### src/sfc_pkg.sv
/*
 * sfc_pkg: constants, opcodes and types of the serial flash command front end.
 * Assumes: one 100 MHz clock; pin levels arrive already synchronous to it.
 */
// Functional notes
// - write-protect low shields flagged sectors from writes
// - pin and software protection act independently
// - write-protect low freezes the sector protection flags
// - program/erase under write-protect dropped, idle after deselect
// - enable-protection and lockdown still work under write-protect
// - reset pin low aborts work, forces idle
// - held in reset while reset pin low
// - internal power-on reset, no reset pin demands
// - program per page; erase page/block/sector/chip
// - chip-select fall, 8-bit opcode, then address
// - everything shifted most significant bit first
// - 528 mode: 12-bit page, 10-bit byte
// - 512 mode: 21-bit linear, 12 page, 9 byte
// - array read; clock modes 0 and 3
// - legacy read: opcode, 3 address, 4 dummy bytes
// - read address counter advances by itself
// - page end continues at next page, no gap
// - array end wraps to first page, no gap
// - chip-select rise ends read, output released
// - continuous read leaves the buffers untouched
// - sample input on rising, launch on falling edge
// - deselected: input ignored, output off; busy blocks standby
package sfc_pkg;

   // ----------------------------------------------------------------
   // timing
   // ----------------------------------------------------------------
   localparam int unsigned   CLK_HZ      = 100_000_000;
   localparam int unsigned   POR_TIME_NS = 1000;
   localparam int unsigned   POR_CYCLES  = (POR_TIME_NS * (CLK_HZ / 1_000_000)) / 1000;
   localparam logic [7:0]    POR_COUNT   = 8'(POR_CYCLES);

   // ----------------------------------------------------------------
   // framing and address layout
   // ----------------------------------------------------------------
   localparam logic [2:0]    BIT_LAST    = 3'h7;
   localparam logic [2:0]    ADDR_BYTES  = 3'h3;
   localparam logic [2:0]    ADDR_LAST   = ADDR_BYTES - 3'h1;
   localparam logic [2:0]    DUMMY_BYTES = 3'h4;
   localparam logic [2:0]    DUMMY_LAST  = DUMMY_BYTES - 3'h1;
   localparam int unsigned   PAGE_W      = 12;
   localparam int unsigned   BYTE_W      = 10;
   localparam logic [9:0]    LAST_528    = 10'h20f;
   localparam logic [9:0]    LAST_512    = 10'h1ff;
   localparam int unsigned   SECTORS     = 16;
   localparam int unsigned   SECT_W      = 4;
   localparam logic [4:0]    SECT_COUNT  = 5'h10;

   // ----------------------------------------------------------------
   // opcodes
   // ----------------------------------------------------------------
   localparam logic [7:0]    OPC_READ       = 8'he8;
   localparam logic [7:0]    OPC_PROG       = 8'h10;
   localparam logic [7:0]    OPC_ERASE_PAGE = 8'h20;
   localparam logic [7:0]    OPC_ERASE_BLK  = 8'h21;
   localparam logic [7:0]    OPC_ERASE_SECT = 8'h22;
   localparam logic [7:0]    OPC_ERASE_CHIP = 8'h23;
   localparam logic [7:0]    OPC_PROT_EN    = 8'h30;
   localparam logic [7:0]    OPC_PROT_DIS   = 8'h31;
   localparam logic [7:0]    OPC_PROT_WRITE = 8'h32;
   localparam logic [7:0]    OPC_LOCK       = 8'h33;

   // ----------------------------------------------------------------
   // types
   // ----------------------------------------------------------------
   typedef enum {ST_IDLE, ST_OPCODE, ST_ADDR, ST_DUMMY, ST_READ, ST_WDATA, ST_WAIT} sfc_state_e;
   typedef enum logic [2:0] {OP_PROG, OP_ERASE_PAGE, OP_ERASE_BLK, OP_ERASE_SECT, OP_ERASE_CHIP} sfc_op_e;

endpackage : sfc_pkg

### src/sfc_addr_if.sv
/*
 * sfc_addr_if: link between the command front end and the read address counter.
 * Assumes: both ends share one clock.
 */
`timescale 1ns/1ps
`default_nettype none
interface sfc_addr_if;
   logic         load;      // take start address
   logic         step;      // advance one byte
   logic         mode512;   // binary page size
   logic [11:0]  loadPage;  // start page
   logic [9:0]   loadByte;  // start byte
   logic [11:0]  page;      // current page
   logic [9:0]   byteOfs;   // current byte

   modport ctl (output load, step, mode512, loadPage, loadByte, input page, byteOfs);
   modport cnt (input load, step, mode512, loadPage, loadByte, output page, byteOfs);
endinterface : sfc_addr_if
`default_nettype wire

### src/sfc_addr_counter.sv
/*
 * sfc_addr_counter: page and byte counter of the continuous array read.
 * Assumes: load and step never come together; step only while reading.
 */
`timescale 1ns/1ps
`default_nettype none
module sfc_addr_counter (
   input  wire logic  clock,   // 100 MHz clock
   input  wire logic  arst_n,  // async reset, low
   sfc_addr_if.cnt    acc      // counter side
);

   logic [11:0]  page_reg;
   logic [9:0]   byte_reg;
   logic [9:0]   lastByte;

   // last byte of a page in the current page size
   assign lastByte = acc.mode512 ? sfc_pkg::LAST_512 : sfc_pkg::LAST_528;

   // ----------------------------------------------------------------
   // counter
   // ----------------------------------------------------------------
   // load, then step; page crossing and array wrap cost no extra cycle
   always_ff @(posedge clock or negedge arst_n) begin
      if (!arst_n) begin
         page_reg <= 12'h000;
         byte_reg <= 10'h000;
      end else if (acc.load) begin
         page_reg <= acc.loadPage;
         byte_reg <= acc.loadByte;
      end else if (acc.step) begin
         if (byte_reg == lastByte) begin
            byte_reg <= 10'h000;
            page_reg <= page_reg + 12'h001;
         end else begin
            byte_reg <= byte_reg + 10'h001;
         end
      end
   end

   assign acc.page    = page_reg;
   assign acc.byteOfs = byte_reg;

endmodule : sfc_addr_counter
`default_nettype wire

### src/sfc_front_end.sv
/*
 * sfc_front_end: serial command front end of a flash memory: framing,
 * legacy continuous array read, write-protect gating, protection flags,
 * reset pin and power-on reset.
 * Assumes: csN, sck, si, wpN and resetN are sampled at the 100 MHz clock and
 * sck is slow enough that each of its edges spans at least one clock; the
 * array core answers arrayData combinationally for arrayPage/arrayByte and
 * reports coreBusy while a self-timed program or erase runs.
 */
`timescale 1ns/1ps
`default_nettype none
module sfc_front_end (
   input  wire logic          clock,        // 100 MHz clock
   input  wire logic          arst_n,       // async reset, low
   input  wire logic          csN,          // chip select, low
   input  wire logic          sck,          // serial clock level
   input  wire logic          si,           // serial data in
   output var  logic          so,           // serial data out
   output var  logic          soOe,         // so drive enable
   input  wire logic          wpN,          // write protect, low
   input  wire logic          resetN,       // reset pin, low
   input  wire logic          pageMode512,  // binary page size
   input  wire logic [7:0]    arrayData,    // byte at array address
   output logic [11:0]        arrayPage,    // array read page
   output logic [9:0]         arrayByte,    // array read byte
   output logic               arrayFetch,   // byte taken, pulse
   output var  logic [7:0]    wrData,       // program data byte
   output var  logic          wrStrobe,     // program data valid
   output var  logic          opStart,      // start core op, pulse
   output var  logic [2:0]    opKind,       // core op kind
   output var  logic [11:0]   opPage,       // core op page
   input  wire logic          coreBusy,     // core op running
   output logic               coreAbort,    // abort core op
   output logic               standby,      // idle and deselected
   output logic               protEnabled   // software protection on
);

   // ----------------------------------------------------------------
   // declarations
   // ----------------------------------------------------------------
   sfc_pkg::sfc_state_e                 state_reg;
   logic [7:0]                          opcode_reg;
   logic [23:0]                         addr_reg;
   logic [23:0]                         addrNext;
   logic [2:0]                          byteCnt_reg;
   logic                                complete_reg;
   logic [7:0]                          inShift_reg;
   logic [2:0]                          bitCnt_reg;
   logic [7:0]                          outShift_reg;
   logic [2:0]                          outCnt_reg;
   logic                                sckPrev_reg;
   logic                                csPrev_reg;
   logic [7:0]                          porCnt_reg;
   logic [sfc_pkg::SECTORS-1:0]         protFlag_reg;
   logic [sfc_pkg::SECTORS-1:0]         lockFlag_reg;
   logic                                swEn_reg;
   logic [4:0]                          protIdx_reg;
   logic                                hold;
   logic                                sckRise;
   logic                                sckFall;
   logic                                csRise;
   logic                                csFall;
   logic                                byteDone;
   logic [7:0]                          newByte;
   logic                                wpLow;
   logic [11:0]                         cmdPage;
   logic                                refused;
   logic                                isCore;
   sfc_pkg::sfc_op_e                    kind;

   sfc_addr_if acc ();

   // ----------------------------------------------------------------
   // functions
   // ----------------------------------------------------------------
   // page field of a received address in either page size
   function automatic logic [11:0] pageOf(input logic [23:0] a, input logic m512);
      pageOf = m512 ? a[20:9] : a[21:10];
   endfunction : pageOf

   // byte field of a received address in either page size
   function automatic logic [9:0] byteOf(input logic [23:0] a, input logic m512);
      byteOf = m512 ? {1'b0, a[8:0]} : a[9:0];
   endfunction : byteOf

   // opcodes that carry three address bytes
   function automatic logic needsAddr(input logic [7:0] op);
      needsAddr = (op == sfc_pkg::OPC_READ) || (op == sfc_pkg::OPC_PROG)
               || (op == sfc_pkg::OPC_ERASE_PAGE) || (op == sfc_pkg::OPC_ERASE_BLK)
               || (op == sfc_pkg::OPC_ERASE_SECT) || (op == sfc_pkg::OPC_LOCK);
   endfunction : needsAddr

   // opcodes complete with the opcode byte alone
   function automatic logic bareCmd(input logic [7:0] op);
      bareCmd = (op == sfc_pkg::OPC_ERASE_CHIP) || (op == sfc_pkg::OPC_PROT_EN)
             || (op == sfc_pkg::OPC_PROT_DIS);
   endfunction : bareCmd

   // sector shielded by the pin term or the software term, or locked
   function automatic logic secBlocked(input logic [sfc_pkg::SECTORS-1:0] prot,
                                       input logic [sfc_pkg::SECTORS-1:0] lock,
                                       input logic sw, input logic wpl,
                                       input logic [sfc_pkg::SECT_W-1:0] s);
      secBlocked = (wpl && prot[s]) || (sw && prot[s]) || lock[s];
   endfunction : secBlocked

   // ----------------------------------------------------------------
   // reset: power-on counter and reset pin
   // ----------------------------------------------------------------
   // internal power-on reset holds the block after arst_n release
   always_ff @(posedge clock or negedge arst_n) begin
      if (!arst_n) begin
         porCnt_reg <= 8'h00;
      end else if (porCnt_reg != sfc_pkg::POR_COUNT) begin
         porCnt_reg <= porCnt_reg + 8'h01;
      end
   end

   // held idle while power-on runs or the reset pin is low
   assign hold      = (porCnt_reg != sfc_pkg::POR_COUNT) || !resetN;
   assign coreAbort = hold;

   // ----------------------------------------------------------------
   // pin edges
   // ----------------------------------------------------------------
   // previous levels of sck and chip select
   always_ff @(posedge clock or negedge arst_n) begin
      if (!arst_n) begin
         sckPrev_reg <= 1'b0;
         csPrev_reg  <= 1'b1;
      end else begin
         sckPrev_reg <= sck;
         csPrev_reg  <= csN;
      end
   end

   assign sckRise = sck && !sckPrev_reg;
   assign sckFall = !sck && sckPrev_reg;
   assign csFall  = !csN && csPrev_reg;
   assign csRise  = csN && !csPrev_reg;
   assign wpLow   = !wpN;

   // ----------------------------------------------------------------
   // input shifter
   // ----------------------------------------------------------------
   // msb first, sampled on rising sck, only while selected
   assign newByte  = {inShift_reg[6:0], si};
   assign byteDone = sckRise && !csN && !hold && (bitCnt_reg == sfc_pkg::BIT_LAST);
   assign addrNext = {addr_reg[15:0], newByte};

   always_ff @(posedge clock or negedge arst_n) begin
      if (!arst_n) begin
         inShift_reg <= 8'h00;
         bitCnt_reg  <= 3'h0;
      end else if (hold || csN) begin
         bitCnt_reg  <= 3'h0;
      end else if (sckRise) begin
         inShift_reg <= newByte;
         bitCnt_reg  <= bitCnt_reg + 3'h1;
      end
   end

   // ----------------------------------------------------------------
   // command sequencer
   // ----------------------------------------------------------------
   // opcode, address and dummy framing; deselect always returns to idle
   always_ff @(posedge clock or negedge arst_n) begin
      if (!arst_n) begin
         state_reg    <= sfc_pkg::ST_IDLE;
         opcode_reg   <= 8'h00;
         addr_reg     <= 24'h000000;
         byteCnt_reg  <= 3'h0;
         complete_reg <= 1'b0;
      end else if (hold) begin
         state_reg    <= sfc_pkg::ST_IDLE;
         complete_reg <= 1'b0;
      end else if (csN) begin
         state_reg    <= sfc_pkg::ST_IDLE;
         complete_reg <= 1'b0;
      end else if (csFall) begin
         state_reg    <= sfc_pkg::ST_OPCODE;
         byteCnt_reg  <= 3'h0;
         complete_reg <= 1'b0;
      end else if (byteDone) begin
         case (state_reg)
            sfc_pkg::ST_OPCODE: begin
               opcode_reg  <= newByte;
               byteCnt_reg <= 3'h0;
               if (needsAddr(newByte)) begin
                  state_reg <= sfc_pkg::ST_ADDR;
               end else if (newByte == sfc_pkg::OPC_PROT_WRITE) begin
                  state_reg    <= sfc_pkg::ST_WDATA;
                  complete_reg <= 1'b1;
               end else begin
                  state_reg    <= sfc_pkg::ST_WAIT;
                  complete_reg <= bareCmd(newByte);
               end
            end
            sfc_pkg::ST_ADDR: begin
               addr_reg    <= addrNext;
               byteCnt_reg <= byteCnt_reg + 3'h1;
               if (byteCnt_reg == sfc_pkg::ADDR_LAST) begin
                  byteCnt_reg  <= 3'h0;
                  complete_reg <= 1'b1;
                  if (opcode_reg == sfc_pkg::OPC_READ) begin
                     state_reg <= sfc_pkg::ST_DUMMY;
                  end else if (opcode_reg == sfc_pkg::OPC_PROG) begin
                     state_reg <= sfc_pkg::ST_WDATA;
                  end else begin
                     state_reg <= sfc_pkg::ST_WAIT;
                  end
               end
            end
            sfc_pkg::ST_DUMMY: begin
               byteCnt_reg <= byteCnt_reg + 3'h1;
               if (byteCnt_reg == sfc_pkg::DUMMY_LAST) begin
                  state_reg <= sfc_pkg::ST_READ;
               end
            end
            default: begin
            end
         endcase
      end
   end

   // ----------------------------------------------------------------
   // array read path
   // ----------------------------------------------------------------
   // counter loads at the last address byte; steps as each byte is taken
   assign acc.mode512  = pageMode512;
   assign acc.load     = byteDone && (state_reg == sfc_pkg::ST_ADDR)
                      && (byteCnt_reg == sfc_pkg::ADDR_LAST) && (opcode_reg == sfc_pkg::OPC_READ);
   assign acc.loadPage = pageOf(addrNext, pageMode512);
   assign acc.loadByte = byteOf(addrNext, pageMode512);
   assign acc.step     = sckFall && !csN && !hold && (state_reg == sfc_pkg::ST_READ)
                      && (outCnt_reg == 3'h0);
   assign arrayPage    = acc.page;
   assign arrayByte    = acc.byteOfs;
   assign arrayFetch   = acc.step;

   sfc_addr_counter u_counter (
      .clock  (clock),
      .arst_n (arst_n),
      .acc    (acc.cnt)
   );

   // output shifter: launch on falling sck, msb first, released on deselect
   always_ff @(posedge clock or negedge arst_n) begin
      if (!arst_n) begin
         outShift_reg <= 8'h00;
         outCnt_reg   <= 3'h0;
         so           <= 1'b0;
         soOe         <= 1'b0;
      end else if (hold || csN) begin
         outCnt_reg   <= 3'h0;
         so           <= 1'b0;
         soOe         <= 1'b0;
      end else if ((state_reg == sfc_pkg::ST_READ) && sckFall) begin
         soOe         <= 1'b1;
         outCnt_reg   <= outCnt_reg + 3'h1;
         if (outCnt_reg == 3'h0) begin
            so           <= arrayData[7];
            outShift_reg <= {arrayData[6:0], 1'b0};
         end else begin
            so           <= outShift_reg[7];
            outShift_reg <= {outShift_reg[6:0], 1'b0};
         end
      end
   end

   // ----------------------------------------------------------------
   // protection state
   // ----------------------------------------------------------------
   // flag writes refused under write-protect; enable and lockdown still act
   always_ff @(posedge clock or negedge arst_n) begin
      if (!arst_n) begin
         protFlag_reg <= '0;
         lockFlag_reg <= '0;
         swEn_reg     <= 1'b0;
         protIdx_reg  <= 5'h00;
      end else if (!hold) begin
         if (csFall) begin
            protIdx_reg <= 5'h00;
         end else if (byteDone && (state_reg == sfc_pkg::ST_WDATA)
                      && (opcode_reg == sfc_pkg::OPC_PROT_WRITE)
                      && (protIdx_reg < sfc_pkg::SECT_COUNT)) begin
            protIdx_reg <= protIdx_reg + 5'h01;
            if (!wpLow) begin
               protFlag_reg[protIdx_reg[3:0]] <= (newByte != 8'h00);
            end
         end
         if (csRise && complete_reg) begin
            if (opcode_reg == sfc_pkg::OPC_PROT_EN) begin
               swEn_reg <= 1'b1;
            end else if (opcode_reg == sfc_pkg::OPC_PROT_DIS) begin
               swEn_reg <= 1'b0;
            end else if (opcode_reg == sfc_pkg::OPC_LOCK) begin
               lockFlag_reg[cmdPage[11:8]] <= 1'b1;
            end
         end
      end
   end

   assign protEnabled = swEn_reg;

   // ----------------------------------------------------------------
   // program and erase gating
   // ----------------------------------------------------------------
   // kind of core operation and whether it is refused
   assign cmdPage = pageOf(addr_reg, pageMode512);

   always_comb begin
      isCore = 1'b1;
      kind   = sfc_pkg::OP_PROG;
      if (opcode_reg == sfc_pkg::OPC_PROG) begin
         kind = sfc_pkg::OP_PROG;
      end else if (opcode_reg == sfc_pkg::OPC_ERASE_PAGE) begin
         kind = sfc_pkg::OP_ERASE_PAGE;
      end else if (opcode_reg == sfc_pkg::OPC_ERASE_BLK) begin
         kind = sfc_pkg::OP_ERASE_BLK;
      end else if (opcode_reg == sfc_pkg::OPC_ERASE_SECT) begin
         kind = sfc_pkg::OP_ERASE_SECT;
      end else if (opcode_reg == sfc_pkg::OPC_ERASE_CHIP) begin
         kind = sfc_pkg::OP_ERASE_CHIP;
      end else begin
         isCore = 1'b0;
      end
   end

   // pin protection drops the command outright; sectors checked otherwise
   always_comb begin
      refused = wpLow || coreBusy;
      if (kind == sfc_pkg::OP_ERASE_CHIP) begin
         refused = refused || (|lockFlag_reg) || (swEn_reg && (|protFlag_reg));
      end else begin
         refused = refused || secBlocked(protFlag_reg, lockFlag_reg, swEn_reg, wpLow, cmdPage[11:8]);
      end
   end

   // program data bytes pass only for an accepted program
   always_ff @(posedge clock or negedge arst_n) begin
      if (!arst_n) begin
         wrData   <= 8'h00;
         wrStrobe <= 1'b0;
      end else begin
         wrStrobe <= byteDone && (state_reg == sfc_pkg::ST_WDATA)
                  && (opcode_reg == sfc_pkg::OPC_PROG) && !refused;
         if (byteDone) begin
            wrData <= newByte;
         end
      end
   end

   // core operation starts at deselect of a complete, accepted command
   always_ff @(posedge clock or negedge arst_n) begin
      if (!arst_n) begin
         opStart <= 1'b0;
         opKind  <= 3'h0;
         opPage  <= 12'h000;
      end else begin
         opStart <= !hold && csRise && complete_reg && isCore && !refused;
         if (csRise && complete_reg && isCore) begin
            opKind <= kind;
            opPage <= cmdPage;
         end
      end
   end

   // standby only once deselected and the core is done
   assign standby = csN && !coreBusy;

endmodule : sfc_front_end
`default_nettype wire

### config.mk
export PLATFORM = sky130hd
export DESIGN_NAME = sfc_front_end
export DESIGN_NICKNAME = d
export VERILOG_FILES = /design/src/sfc_pkg.sv /design/src/sfc_addr_if.sv /design/src/sfc_addr_counter.sv /design/src/sfc_front_end.sv
export SDC_FILE = /design/constraint.sdc
export NUM_CORES = 1
export LEC_CHECK = 0
export ABC_AREA = 0
export BUFFER_PORTS_ARGS = -buffer_cell sky130_fd_sc_hd__buf_2
export CAP_MARGIN = 10
export CORE_AREA = 2 2 157 159
export CTS_CLUSTER_DIAMETER = 50
export DETAILED_ROUTE_END_ITERATION = 12
export DIE_AREA = 0 0 159 161
export GPL_TIMING_DRIVEN = 0
export SKIP_LAST_GASP = 1
export SLEW_MARGIN = 10
export SYNTH_ARGS = -nofsm -noshare
export SYNTH_HDL_FRONTEND = slang
export SYNTH_SLANG_ARGS = --single-unit
### constraint.sdc
create_clock -name clock -period 2.4 [get_ports clock]
set_input_delay 0.6 -clock clock [delete_from_list [all_inputs] [get_ports clock]]
set_output_delay 0.6 -clock clock [all_outputs]
set_load 0.005 [all_outputs]
==> impl_results.md <==
* Slew Limit Fails at 0
* Initial DRC Count at 450
* FMAX at 0.393 GHz
* Largest net degree at the start of global routing at 102
* Largest family of logic cells by synthesized area: simple AND/OR/NAND/NOR gates
* Failing checks: setup timing
* Distinct cells, synth at 70
* Max VDD drop at 393 uV
* Core area at 24,000 um2
* Longest Clk Path Bufs at 2
* DR WL/cell at 16.8 um
* Required time of the critical path at 1.80 ns
* Horiz. Die Dim at 159 um
* Via-to-Cell Ratio at 5.21
* Final ANT Viol Nets at 0
* Final setup fails at 5
* Status: complete, but fails checks
* Final instance area at 10,200 um2
* Synth Area per Inst at 10.3 um2
* Most frequent cell after synthesis: dfrtp_1
* Hold Vio Cnt, Final at 0
* Vias in the first global route at 6,428
* Hold WC Path Type: primary input to async pin
* Simple-gate share of the synthesized area at 16.7%
* Cell Rows at 57
* Internal power at 4270 uW
* Post-synth EDFFs at 0
* Die height at 161 um
* Nets@finish at 930
* H-tree depth at 4
* Comb power frac at 2.7%
* CP Max Fanout at 7
* Worst-margin pin slew at 0.768 ns
* Yosys warnings at 0
* Hold Buf Count CTS at 0
* DRC Markers at 0
* Worst setup margin at -0.142 ns
* Routed vias at 6,427
* Clock power frac at 49.7%
* Filler instances at 2,317
* Setup Slack @ Placement at -0.904 ns
* Syn Inst Count at 779
* Final design utilization at 42.4%
* Post-Syn Nets at 811
* I/O pins at 70
* CP arrival at 1.94 ns
* CTS tree: yes
* Slew HR at 48.7%
* Area growth syn-to-layout at 26.8%
* Cell Chain, Critical Path: or3b_4, nor3_4, nand3_4, inv_2, buf_6, buf_6
* Fin cells at 1,234
* TritonCTS Buffers at 17
* Switching Share at 21.8%
* Dpl cell area at 8820 um2
* Setup Skew at 0.00869 ns
* Grt ovf at 0
* Startpoint types: flop
* Power Density at 538 nW/um2
* Cell mode on critical path: buf_6
* Routing usage on met3 at 3.21%
* Post-synthesis instance area at 8020 um2
* Yosys top cell area share at 47.7%
* Skew-Pair Late Insertion Delay at 0.43 ns
* Min cycle time layout at 2.54 ns
* GR Util met2 at 26.0%
* Most used flip-flop cell after synthesis: dfrtp_1
* Sequential fraction of the synthesis area at 48.1%
* Yosys reg bits at 154
* Initial antenna violation count at 0
* XOR/XNOR share of the synthesized area at 3.06%
* Dominant cell type by area after synthesis: dfrtp_1
* Initial core utilization at 33.5%
* Max-Cap Viols at 0
* Clk sinks at 154
* Leak Pwr at 0.00485 uW
* GRT Resource Usage Total at 16.5%
* Clock input transition at the sequential cells of the worst setup and hold paths at 0.06 ns
* R2R cell count at 10
* Period utilization at 106%
* Ys async rst share at 100%
* First-pass GRT wire length at 34.0 mm
* Top cells by count, synth: dfrtp_1 (153), nor2_1 (62), nand2_1 (52)
* Max reg flops at 22
* Total wire length at 20.7 mm
* Final TNS setup at -0.266 ns
* Critical Path End Type: primary output
* Reg power frac at 47.6%
* Most used routing layer: met2
* Adder-Cell Fraction of Synth Area at 2.34%
* FF-to-FF setup slack at -0.03 ns
* Clk root buf: clkbuf_16
* Largest stage delay, worst path at 0.46 ns
* Worst Setup Path Type: flop to primary output
* DRT Pass-1 Iters at 5
* RSZ-0062 raised after global routing: yes
* Compound-Gate Fraction of Synth Area at 13.3%
* Placed Cells at 1,173
* I/O Buffers at 69
* Multiplexer share of the synthesized area at 13.3%
* Ant. Diodes at 0
* Share of cells above drive strength 1 at 30.8%
* Grt met1 use at 23.2%
* DIE AREA at 25,600 um2
* Global placer's final weighted congestion at 0.884
* Worst path slowest cell: or3b_4
* Switching power total at 1190 uW
* Hpwl dp at 14.1 mm
* Leading post-synthesis cells by cell area: dfrtp_1 (48%), mux2_2 (7.0%), mux2i_1 (6.0%)
stage by stage:
| step | hold WS (ns) | power, uW |
|---|---|---|
| 6_report | 0.0930 | 5470 |
| 3_5_place_dp | 0.471 | 2800 |
| 2_1_floorplan | 0.304 | 2700 |
| 4_1_cts | 0.103 | 5520 |
| 3_3_place_gp | 0.463 | 2790 |
| 5_1_grt | 0.124 | 5660 |
worst paths after layout:
| path | to | start |
|---|---|---|
| setup / recovery | arrayFetch | porCnt_reg[7] |
| hold / removal | porCnt_reg[2] | arst_n |
| setup reg to reg | u_counter.acc.byteOfs[5] | porCnt_reg[1] |
| hold reg to reg | outShift_reg[3] | outShift_reg[3] |
| max in group asynchronous | addr_reg[19] | arst_n |
| min in group clock | csPrev_reg | csN |
layout make-up:
type / instances / area, um2 / share of cell area, %
Multi-Input combinational cell: 565 / 4290 / 42.2
Clock buffer: 20 / 437 / 4.29
Tap cell: 324 / 405 / 3.99
Timing Repair Buffer: 107 / 752 / 7.40
Clock inverter: 11 / 148 / 1.45
Buffer: 30 / 183 / 1.80
Sequential cell: 154 / 3860 / 38.0
Inverter: 23 / 87.6 / 0.861
power by group through the flow:
stage	sequential, uW	clock, uW	combinational, uW
6_report	2600	2720	147
5_1_grt	2600	2890	166
4_1_cts	2600	2770	150
3_5_place_dp	2650	0	146
3_3_place_gp	2650	0	139
2_1_floorplan	2650	0	50.4
routing by layer:
metal | vias up | wire length, um | part of all wire, %
met3 | 19 | 726 | 3.5
li1 | 3074 | - | -
met1 | 3200 | 10000 | 48
met5 | - | 0 | 0
met4 | 0 | 243 | 1.2
met2 | 134 | 9720 | 47
placed cells by master, fill, tap and decap left out, types with 14 or more instances in the layout:
cell | synthesis | final
mux2i_1 | 48 | 48
o21ai_0 | 43 | 27
dfrtp_1 | 153 | 148
xnor2_1 | 17 | 17
buf_4 | 0 | 30
clkbuf_1 | 24 | 15
clkbuf_16 | 0 | 17
inv_1 | 21 | 21
a21o_1 | 16 | 16
nor2_1 | 62 | 48
mux2_2 | 50 | 50
ha_1 | 15 | 14
buf_2 | 5 | 71
nand3_1 | 24 | 20
o31ai_1 | 18 | 18
nand2_1 | 52 | 48
a21oi_1 | 40 | 31
o21ai_1 | 1 | 16
worst max-delay path: cells and delay by family (launching register included):
kind          cells  cell delay, ns
buf+inv           3            0.28
flops             1            0.38
simple gates      3            0.86
logic make-up (layout without fill, tap and decap cells):
group,after synthesis,count (layout)
xor+xnor,28,28
mux,99,99
fa+ha+maj,15,15
simple gates,256,256
compound gates,167,167
flops,154,154
buf+inv,60,191
what timing repair did:
item | CTS | global route
resized for setup | 75 | 69
endpoints found under the hold margin | 0 | 0
gates cloned | 1 | 1
pin swaps | 11 | 14
endpoints found under the setup margin | 118 | 104
setup buffers | 21 | 14
Power figures use the tool's default switching activity.
